--- src/logic/ctr_pkg.sv ---
// Constants shared by the channel telemetry readout block.
// Assumes a 250 MHz reference clock and 14-bit converter results.
package ctr_pkg;
    // Command codes of the read-only result registers
    localparam logic [7:0] CTR_CMD_CH1_CUR = 8'h30;
    localparam logic [7:0] CTR_CMD_CH1_VLT = 8'h32;
    localparam logic [7:0] CTR_CMD_CH2_CUR = 8'h34;
    localparam logic [7:0] CTR_CMD_CH2_VLT = 8'h36;
    localparam logic [7:0] CTR_CMD_CH3_CUR = 8'h38;
    localparam logic [7:0] CTR_CMD_CH3_VLT = 8'h3A;
    localparam logic [7:0] CTR_CMD_CH4_CUR = 8'h3C;
    localparam logic [7:0] CTR_CMD_CH4_VLT = 8'h3E;

    // Field layout: 14-bit result in bits 13..0, top two bits zero
    localparam int          CTR_RES_W      = 14;
    localparam int          CTR_LOW_LSB    = 0;
    localparam int          CTR_HIGH_LSB   = 8;
    localparam logic [13:0] CTR_RES_RESET  = 14'h0000;
    localparam logic [7:0]  CTR_UNMAPPED   = 8'h00;

    // Scaling, in nA and uV per count (for software reference)
    localparam int          CTR_CUR_LSB_NA = 89500;
    localparam int          CTR_CLS_LSB_NA = 8950;
    localparam int          CTR_VLT_LSB_UV = 3662;
    localparam int          CTR_NUM_CHAN   = 4;

    // Channel operating mode codes
    localparam logic [1:0]  CTR_MODE_OFF   = 2'h0;
    localparam logic [1:0]  CTR_MODE_DIAG  = 2'h1;
    localparam logic [1:0]  CTR_MODE_SEMI  = 2'h2;
    localparam logic [1:0]  CTR_MODE_AUTO  = 2'h3;

    // Refresh period of the powered current reading
    localparam int unsigned CTR_CLK_HZ        = 250000000;
    localparam int unsigned CTR_CONV_PERIOD_MS = 100;
    localparam int unsigned CTR_CONV_CYCLES   =
        32'(64'(CTR_CONV_PERIOD_MS) * 64'(CTR_CLK_HZ) / 64'd1000);

    // Read sequencer states
    typedef enum logic [0:0] {CTR_RD_LOW, CTR_RD_HIGH} ctr_rd_state_t;
endpackage

--- src/logic/ctr_chan_if.sv ---
// Signals between the readout top and one channel current holder.
// Assumes both ends run on the same clock.
interface ctr_chan_if;
    logic        powered;
    logic        force_zero;
    logic        meas_en;
    logic        cur_valid;
    logic [13:0] cur_data;
    logic        cls_valid;
    logic [13:0] cls_data;
    logic        port_dis;
    logic [13:0] result;
    logic        is_class;

    modport top  (output powered, force_zero, meas_en, cur_valid, cur_data,
                  output cls_valid, cls_data, port_dis,
                  input  result, is_class);
    modport chan (input  powered, force_zero, meas_en, cur_valid, cur_data,
                  input  cls_valid, cls_data, port_dis,
                  output result, is_class);
endinterface

--- src/logic/ctr_chan_current.sv ---
// Current result holder for one channel: powered and class readings.
// Assumes all controls come from logic on the same clock.
module ctr_chan_current
    import ctr_pkg::*;
(
    // Clock and reset
    input  wire logic i_ref_clk,
    input  wire logic i_rst_n,
    // Channel link
    ctr_chan_if.chan  ch
);
    logic [13:0] value;
    logic        hold_class;
    logic        ever_en;
    logic [13:0] next_value;
    logic        next_hold_class;
    logic        next_ever_en;

    // Next value: class reading wins over a powered reading and a disable
    always_comb begin
        next_value      = value;
        next_hold_class = hold_class;
        next_ever_en    = ever_en | ch.meas_en;
        if (ch.port_dis) begin
            next_value      = CTR_RES_RESET;
            next_hold_class = 1'b0;
        end
        if (ch.cur_valid && (ch.powered || ch.meas_en)) begin
            next_value      = ch.cur_data;
            next_hold_class = 1'b0;
        end
        if (ch.cls_valid) begin
            next_value      = ch.cls_data;
            next_hold_class = 1'b1;
        end
    end

    // State registers
    always_ff @(posedge i_ref_clk) begin
        if (!i_rst_n) begin
            value      <= CTR_RES_RESET;
            hold_class <= 1'b0;
            ever_en    <= 1'b0;
        end else begin
            value      <= next_value;
            hold_class <= next_hold_class;
            ever_en    <= next_ever_en;
        end
    end

    // Forced-zero cases override the held value at the read side
    assign ch.result   = ch.force_zero ? CTR_RES_RESET : value;
    assign ch.is_class = hold_class & ~ch.force_zero;
endmodule

--- src/logic/ctr_readout.sv ---
// Channel telemetry readout: per-channel current and voltage results
// served as two-byte read-only registers to the command-byte engine.
// Assumes an I2C slave engine on the same clock delivers command codes
// and byte read requests, and converter logic delivers results.
//
// Overview of operation
// Channel 3 and 4 currents readable at command codes 38h and 3Ch.
// Channel 1 to 4 voltages readable at codes 32h, 36h, 3Ah, 3Eh.
// Each result is two bytes, low byte first, then high byte.
// Current holds 14 bits in 13..0; top two bits zero; resets zero.
// Voltage holds 14 bits, eight low then six high; resets zero.
// Powered channel current refreshes about every 100 ms.
// Non-class current readings weigh 89.5 uA per count, about 1.46 A full scale.
// Current reads zero when off, or semi-auto off without valid detection.
// Diagnostic mode keeps the last result once measurement was enabled.
// Four-pair ports still report each channel separately; host adds them.
// Class current shown until a powered reading completes or port disabled.
// Only the last classification finger's current is reported.
// While class current is shown, each count weighs 8.95 uA.
// Powered voltage weighs 3.662 mV per count, 60 V full scale.
// Channel 1 and 2 currents readable at codes 30h and 34h.
// Both bytes are captured together when the low byte is read.
module ctr_readout
    import ctr_pkg::*;
#(
    parameter int unsigned P_CONV_CYCLES = CTR_CONV_CYCLES
)(
    // Clock and reset
    input  wire logic                    i_ref_clk,
    input  wire logic                    i_rst_n,
    // Command and read byte port of the serial engine
    input  wire logic                    i_cmd_valid,
    input  wire logic [7:0]              i_cmd_code,
    input  wire logic                    i_rd_req,
    output logic      [7:0]              o_rd_data,
    output logic                         o_rd_valid,
    // Channel status
    input  wire logic [3:0][1:0]         i_chan_mode,
    input  wire logic [3:0]              i_chan_powered,
    input  wire logic [3:0]              i_det_cls_en,
    input  wire logic [3:0]              i_det_good,
    input  wire logic [3:0]              i_meas_en,
    input  wire logic [3:0]              i_port_dis,
    // Converter results
    input  wire logic [3:0]              i_cur_valid,
    input  wire logic [3:0][13:0]        i_cur_data,
    input  wire logic [3:0]              i_cls_valid,
    input  wire logic [3:0]              i_cls_last,
    input  wire logic [3:0][13:0]        i_cls_data,
    input  wire logic [3:0]              i_volt_valid,
    input  wire logic [3:0][13:0]        i_volt_data,
    // Conversion requests and scale indication
    output logic      [3:0]              o_conv_req,
    output logic      [3:0]              o_cur_is_class
);
    ctr_rd_state_t     rd_state;
    ctr_rd_state_t     next_rd_state;
    logic [7:0]        cmd;
    logic [7:0]        next_cmd;
    logic [15:0]       snap;
    logic [15:0]       next_snap;
    logic [7:0]        next_rd_data;
    logic              next_rd_valid;
    logic [3:0][13:0]  volt;
    logic [3:0][13:0]  next_volt;
    logic [31:0]       tick_cnt;
    logic [31:0]       next_tick_cnt;
    logic              tick;
    logic [3:0]        next_conv_req;
    logic [3:0][13:0]  cur_res;
    logic [3:0]        cur_cls;
    logic [16:0]       sel;

    // Register word for a command code: bit 16 flags a mapped code
    function automatic logic [16:0] reg_word(input logic [7:0] code,
                                             input logic [3:0][13:0] cur,
                                             input logic [3:0][13:0] vlt);
        logic [16:0] w;
        w = 17'h00000;
        case (code)
            CTR_CMD_CH1_CUR: w = {1'b1, 2'b00, cur[0]};
            CTR_CMD_CH2_CUR: w = {1'b1, 2'b00, cur[1]};
            CTR_CMD_CH3_CUR: w = {1'b1, 2'b00, cur[2]};
            CTR_CMD_CH4_CUR: w = {1'b1, 2'b00, cur[3]};
            CTR_CMD_CH1_VLT: w = {1'b1, 2'b00, vlt[0]};
            CTR_CMD_CH2_VLT: w = {1'b1, 2'b00, vlt[1]};
            CTR_CMD_CH3_VLT: w = {1'b1, 2'b00, vlt[2]};
            CTR_CMD_CH4_VLT: w = {1'b1, 2'b00, vlt[3]};
            default:         w = 17'h00000;
        endcase
        return w;
    endfunction

    // One current holder per channel; channels stay separate for 4-pair ports
    ctr_chan_if chan_if [CTR_NUM_CHAN] ();
    for (genvar k = 0; k < CTR_NUM_CHAN; k++) begin : g_chan
        assign chan_if[k].powered    = i_chan_powered[k];
        assign chan_if[k].force_zero = (i_chan_mode[k] == CTR_MODE_OFF) ||
                                       ((i_chan_mode[k] == CTR_MODE_SEMI) &&
                                        !i_chan_powered[k] &&
                                        (!i_det_cls_en[k] || !i_det_good[k]));
        assign chan_if[k].meas_en    = i_meas_en[k] &&
                                       (i_chan_mode[k] == CTR_MODE_DIAG);
        assign chan_if[k].cur_valid  = i_cur_valid[k];
        assign chan_if[k].cur_data   = i_cur_data[k];
        assign chan_if[k].cls_valid  = i_cls_valid[k] && i_cls_last[k];
        assign chan_if[k].cls_data   = i_cls_data[k];
        assign chan_if[k].port_dis   = i_port_dis[k];
        assign cur_res[k]            = chan_if[k].result;
        assign cur_cls[k]            = chan_if[k].is_class;

        ctr_chan_current u_chan (
            .i_ref_clk (i_ref_clk),
            .i_rst_n   (i_rst_n),
            .ch        (chan_if[k])
        );
    end

    // Class readings use the finer scale; flag it to the host side
    assign o_cur_is_class = cur_cls;

    // Refresh divider: one-cycle enable every conversion period
    assign tick = (tick_cnt == P_CONV_CYCLES - 32'd1);
    always_comb begin
        next_tick_cnt = tick ? 32'h00000000 : 32'(tick_cnt + 32'h00000001);
        next_conv_req = tick ? i_chan_powered : 4'h0;
    end

    // Voltage results taken only while powered
    always_comb begin
        next_volt = volt;
        for (int k = 0; k < CTR_NUM_CHAN; k++) begin
            if (i_volt_valid[k] && i_chan_powered[k]) begin
                next_volt[k] = i_volt_data[k];
            end
        end
    end

    // Read sequencer: low byte captures the whole word, high byte follows
    assign sel = reg_word(cmd, cur_res, volt);
    always_comb begin
        next_cmd      = cmd;
        next_rd_state = rd_state;
        next_snap     = snap;
        next_rd_data  = o_rd_data;
        next_rd_valid = 1'b0;
        if (i_cmd_valid) begin
            next_cmd      = i_cmd_code;
            next_rd_state = CTR_RD_LOW;
        end else if (i_rd_req) begin
            next_rd_valid = 1'b1;
            unique case (rd_state)
                CTR_RD_LOW: begin
                    next_snap     = sel[15:0];
                    next_rd_data  = sel[CTR_LOW_LSB +: 8];
                    next_rd_state = CTR_RD_HIGH;
                end
                CTR_RD_HIGH: begin
                    next_rd_data  = snap[CTR_HIGH_LSB +: 8];
                    next_rd_state = CTR_RD_LOW;
                end
            endcase
        end
    end

    // State registers
    always_ff @(posedge i_ref_clk) begin
        if (!i_rst_n) begin
            cmd        <= CTR_UNMAPPED;
            rd_state   <= CTR_RD_LOW;
            snap       <= 16'h0000;
            o_rd_data  <= 8'h00;
            o_rd_valid <= 1'b0;
            volt       <= '0;
            tick_cnt   <= 32'h00000000;
            o_conv_req <= 4'h0;
        end else begin
            cmd        <= next_cmd;
            rd_state   <= next_rd_state;
            snap       <= next_snap;
            o_rd_data  <= next_rd_data;
            o_rd_valid <= next_rd_valid;
            volt       <= next_volt;
            tick_cnt   <= next_tick_cnt;
            o_conv_req <= next_conv_req;
        end
    end
endmodule

--- config.mk ---
export PLATFORM = sky130hd
export DESIGN_NAME = ctr_readout
export DESIGN_NICKNAME = d
export VERILOG_FILES = /design/src/logic/ctr_pkg.sv /design/src/logic/ctr_chan_if.sv /design/src/logic/ctr_chan_current.sv /design/src/logic/ctr_readout.sv
export SDC_FILE = /design/constraint.sdc
export NUM_CORES = 1
export LEC_CHECK = 0
export ABC_AREA = 1
export BUFFER_PORTS_ARGS = -buffer_cell sky130_fd_sc_hd__buf_2
export CORE_MARGIN = 1.5
export CORE_UTILIZATION = 39
export DETAILED_ROUTE_END_ITERATION = 7
export SYNTH_ARGS = -nofsm -noshare
export SYNTH_HDL_FRONTEND = slang
export SYNTH_HIERARCHICAL = 1
export SYNTH_SLANG_ARGS = --single-unit
--- constraint.sdc ---
create_clock -name i_ref_clk -period 2.4 [get_ports i_ref_clk]
set_input_delay 0.36 -clock i_ref_clk [delete_from_list [all_inputs] [get_ports i_ref_clk]]
set_output_delay 0.36 -clock i_ref_clk [all_outputs]
set_load 0.05 [all_outputs]
==> results.json <==
{
  "status": "finished clean",
  "final_max_slew_viol_count": 0,
  "start_kind": "flop",
  "final_core_util_pct": 47.5,
  "antennaDiodeCount": 0,
  "path_cells": "ha_1 > nand2_1 > nor2_4 > nand2_1 > nor3_2 > nand3_1 > nor2_1",
  "num_io_pins": 241,
  "slew_headroom_pct": 45.5,
  "routedWlPerCell_um": 13.5,
  "grt_util_all_layers_pct": 22.3,
  "max_freq_mhz": 503,
  "postCtsSetupRepairBufs": 0,
  "antenna_found_initial": 0,
  "initial_utilization_pct": 40.0,
  "synth.most_common_cell": "nor2_1",
  "dpl_cell_area_um2": 11400,
  "vias_per_cell": 4.79,
  "fin_area_um2": 12000,
  "multi_input_area_um2": 5430,
  "place_hpwl_um": 22900,
  "ant_nets": 0,
  "row_count": 58,
  "synthTopCellsByArea": "dfxtp_1, nor2_1, nand2_1, nand3_1, inv_1",
  "fin_tns_setup_ns": 0,
  "gp_congestion": 0.866,
  "grt_pass1_wl_um": 47500,
  "drive_above_1_share_pct": 17.3,
  "synth_cells": 1684,
  "crit_top_cell": "nand2_1",
  "syn_nets": 1909,
  "synth_top_area_share_pct": 34.8,
  "regArea_um2": 3520,
  "synth_commonest_cells": "nor2_1, nand2_1, nand3_1",
  "synth_area_per_cell_um2": 6.01,
  "path_buf_inv": 0,
  "finalHoldViolations": 0,
  "dr_total_vias": 10600,
  "path_max_fanout": 7,
  "drv_cap": 0,
  "irDropWorstVdd_v": 0.000480,
  "synth_edf_count": 0,
  "worst_path_dominant_cell_family": "simple AND/OR/NAND/NOR gates",
  "crit_path_end_kind": "flop",
  "fin_nets": 2101,
  "synth_top_flop_cell": "dfxtp_1",
  "synth.cell_area_um2": 10100,
  "grt_overflow_total": 0,
  "io_buffers": 240,
  "synth_area_leader_cell": "dfxtp_1",
  "cts_buffers": 17,
  "crit_required_ns": 2.76,
  "final.setup_skew_ns": 0.0142,
  "die_y_um": 164,
  "finalSetupViolCount": 0,
  "clkTransAtPathRegs_ns": 0.08,
  "drt-initial-drc-count": 846,
  "postCtsHoldBufs": 0,
  "crit_slowest_cell": "nand3_1",
  "yosysSeqAreaShare_pct": 34.8,
  "die_w_um": 164,
  "clockBufferDepth": 2,
  "worst_slew_pin_slew_ns": 0.816,
  "synth.distinct_cells": 30,
  "syn_to_final_growth_pct": 18.8,
  "timing.final.crit_share_pct": 82.9,
  "cts_tree": "built",
  "worstSetupPathType": "reg2reg",
  "grt_pass1_vias": 9491,
  "hp-class": "in2reg",
  "p_per_area_nw_per_um2": 588,
  "max_stage_delay_ns": 0.46,
  "totalWireLength_um": 29900,
  "yosys_warnings": 6,
  "grt_max_degree": 114,
  "core_um2": 25300,
  "cts.sinks": 176,
  "ys_ff_latch": 176,
  "clk_latency_ns": 0.44,
  "cts_root_buf": "clkbuf_16",
  "p_leak_nw": 5.91,
  "finalCriticalPeriod_ns": 1.99,
  "drtPass1Iterations": 6,
  "nFillCells": 2691,
  "rsz0062_at_grt": "no",
  "postSynth.asyncResetShare_pct": 0,
  "route.detailed.drc": 0,
  "cts_resized": 0,
  "h-tree-depth": 4,
  "fp.dieArea_um2": 26900,
  "cp.arrival_ns": 2.35
}
metrics by stage:
stage               power [mW]  worst slack, ns  instances  hold slack, ns
detailed placement        4.30            0.408       2187           0.454
global placement          4.29            0.450       2187           0.440
global route              7.39            0.224       2219           0.134
finish                    7.07            0.412       2219           0.130
floorplan                 3.92            0.813       1684           0.429
CTS                       7.11            0.375       2219           0.121
worst paths after layout:
kind,from,endpoint,slack [ns],depth (start not counted)
max reg2reg,tick_cnt[0],o_conv_req[3],0.41,7
max,tick_cnt[0],o_conv_req[3],0.41,7
min reg2reg,cmd[6],cmd[6],0.46,2
min,i_cmd_valid,rd_state,0.13,2
where the power goes:
part	switching [mW]	total [mW]	internal (mW)	leakage (nW)
logic	0.691	1.09	0.398	4.18
clock network	1.34	2.83	1.49	0.289
registers	0.0676	3.15	3.08	1.44
total	2.10	7.07	4.97	5.91
placed cells by master, fill, tap and decap left out, drive strengths merged, types with 7 or more instances in the layout:
| cell | instances |
|---|---|
| nand4 | 12 |
| a21oi | 50 |
| a21boi | 8 |
| buf | 259 |
| inv | 192 |
| nand3 | 246 |
| nor3 | 14 |
| dfxtp | 176 |
| xor2 | 7 |
| clkbuf | 17 |
| o21ai | 72 |
| nand2 | 372 |
| nor2 | 445 |
routing by layer:
layer | routed length, um | GRT usage (%) | share of wire, % | vias to the layer above
met4 | 437 | 5.99 | 1.5 | 0
met5 | 0 | 0 | 0 | -
met1 | 14300 | 30.7 | 48 | 4689
li1 | - | - | - | 5620
met3 | 1530 | 3.31 | 5.1 | 32
met2 | 13600 | 36.2 | 46 | 280
registers in the layout, summed over array words and instances, names as in the netlist:
name,flops
rd_state,1
o_conv_req,4
o_rd_data,8
cmd,8
tick_cnt,32
o_rd_valid,1
volt,56
snap,6
g_chan.u_chan/value,56
g_chan.u_chan/hold_class,4
layout make-up:
cell class / instances / share of cell area [%]
Timing Repair Buffer: 259 / 11.4
Multi-Input combinational cell: 1238 / 45.1
Clock inverter: 15 / 1.41
Clock buffer: 17 / 3.54
Sequential cell: 176 / 29.3
Tap cell: 330 / 3.44
Inverter: 184 / 5.75
kinds of logic after synthesis:
kind of cell	share of synthesized area (%)
AND/OR/NAND/NOR	45.5
buffers and inverters	11.6
flip-flops	34.8
AO/OA/AOI/OAI	7.07
XOR/XNOR	0.866
adder cells (fa/ha/maj)	0.124
worst register-to-register path: stages (launching register included):
cell and delay, ns:
dfxtp_1 0.42, ha_1 0.24, nand2_1 0.12, nor2_4 0.20, nand2_1 0.09, nor3_2 0.15
nand3_1 0.46, nor2_1 0.23
(Power assumes the default switching activity.)
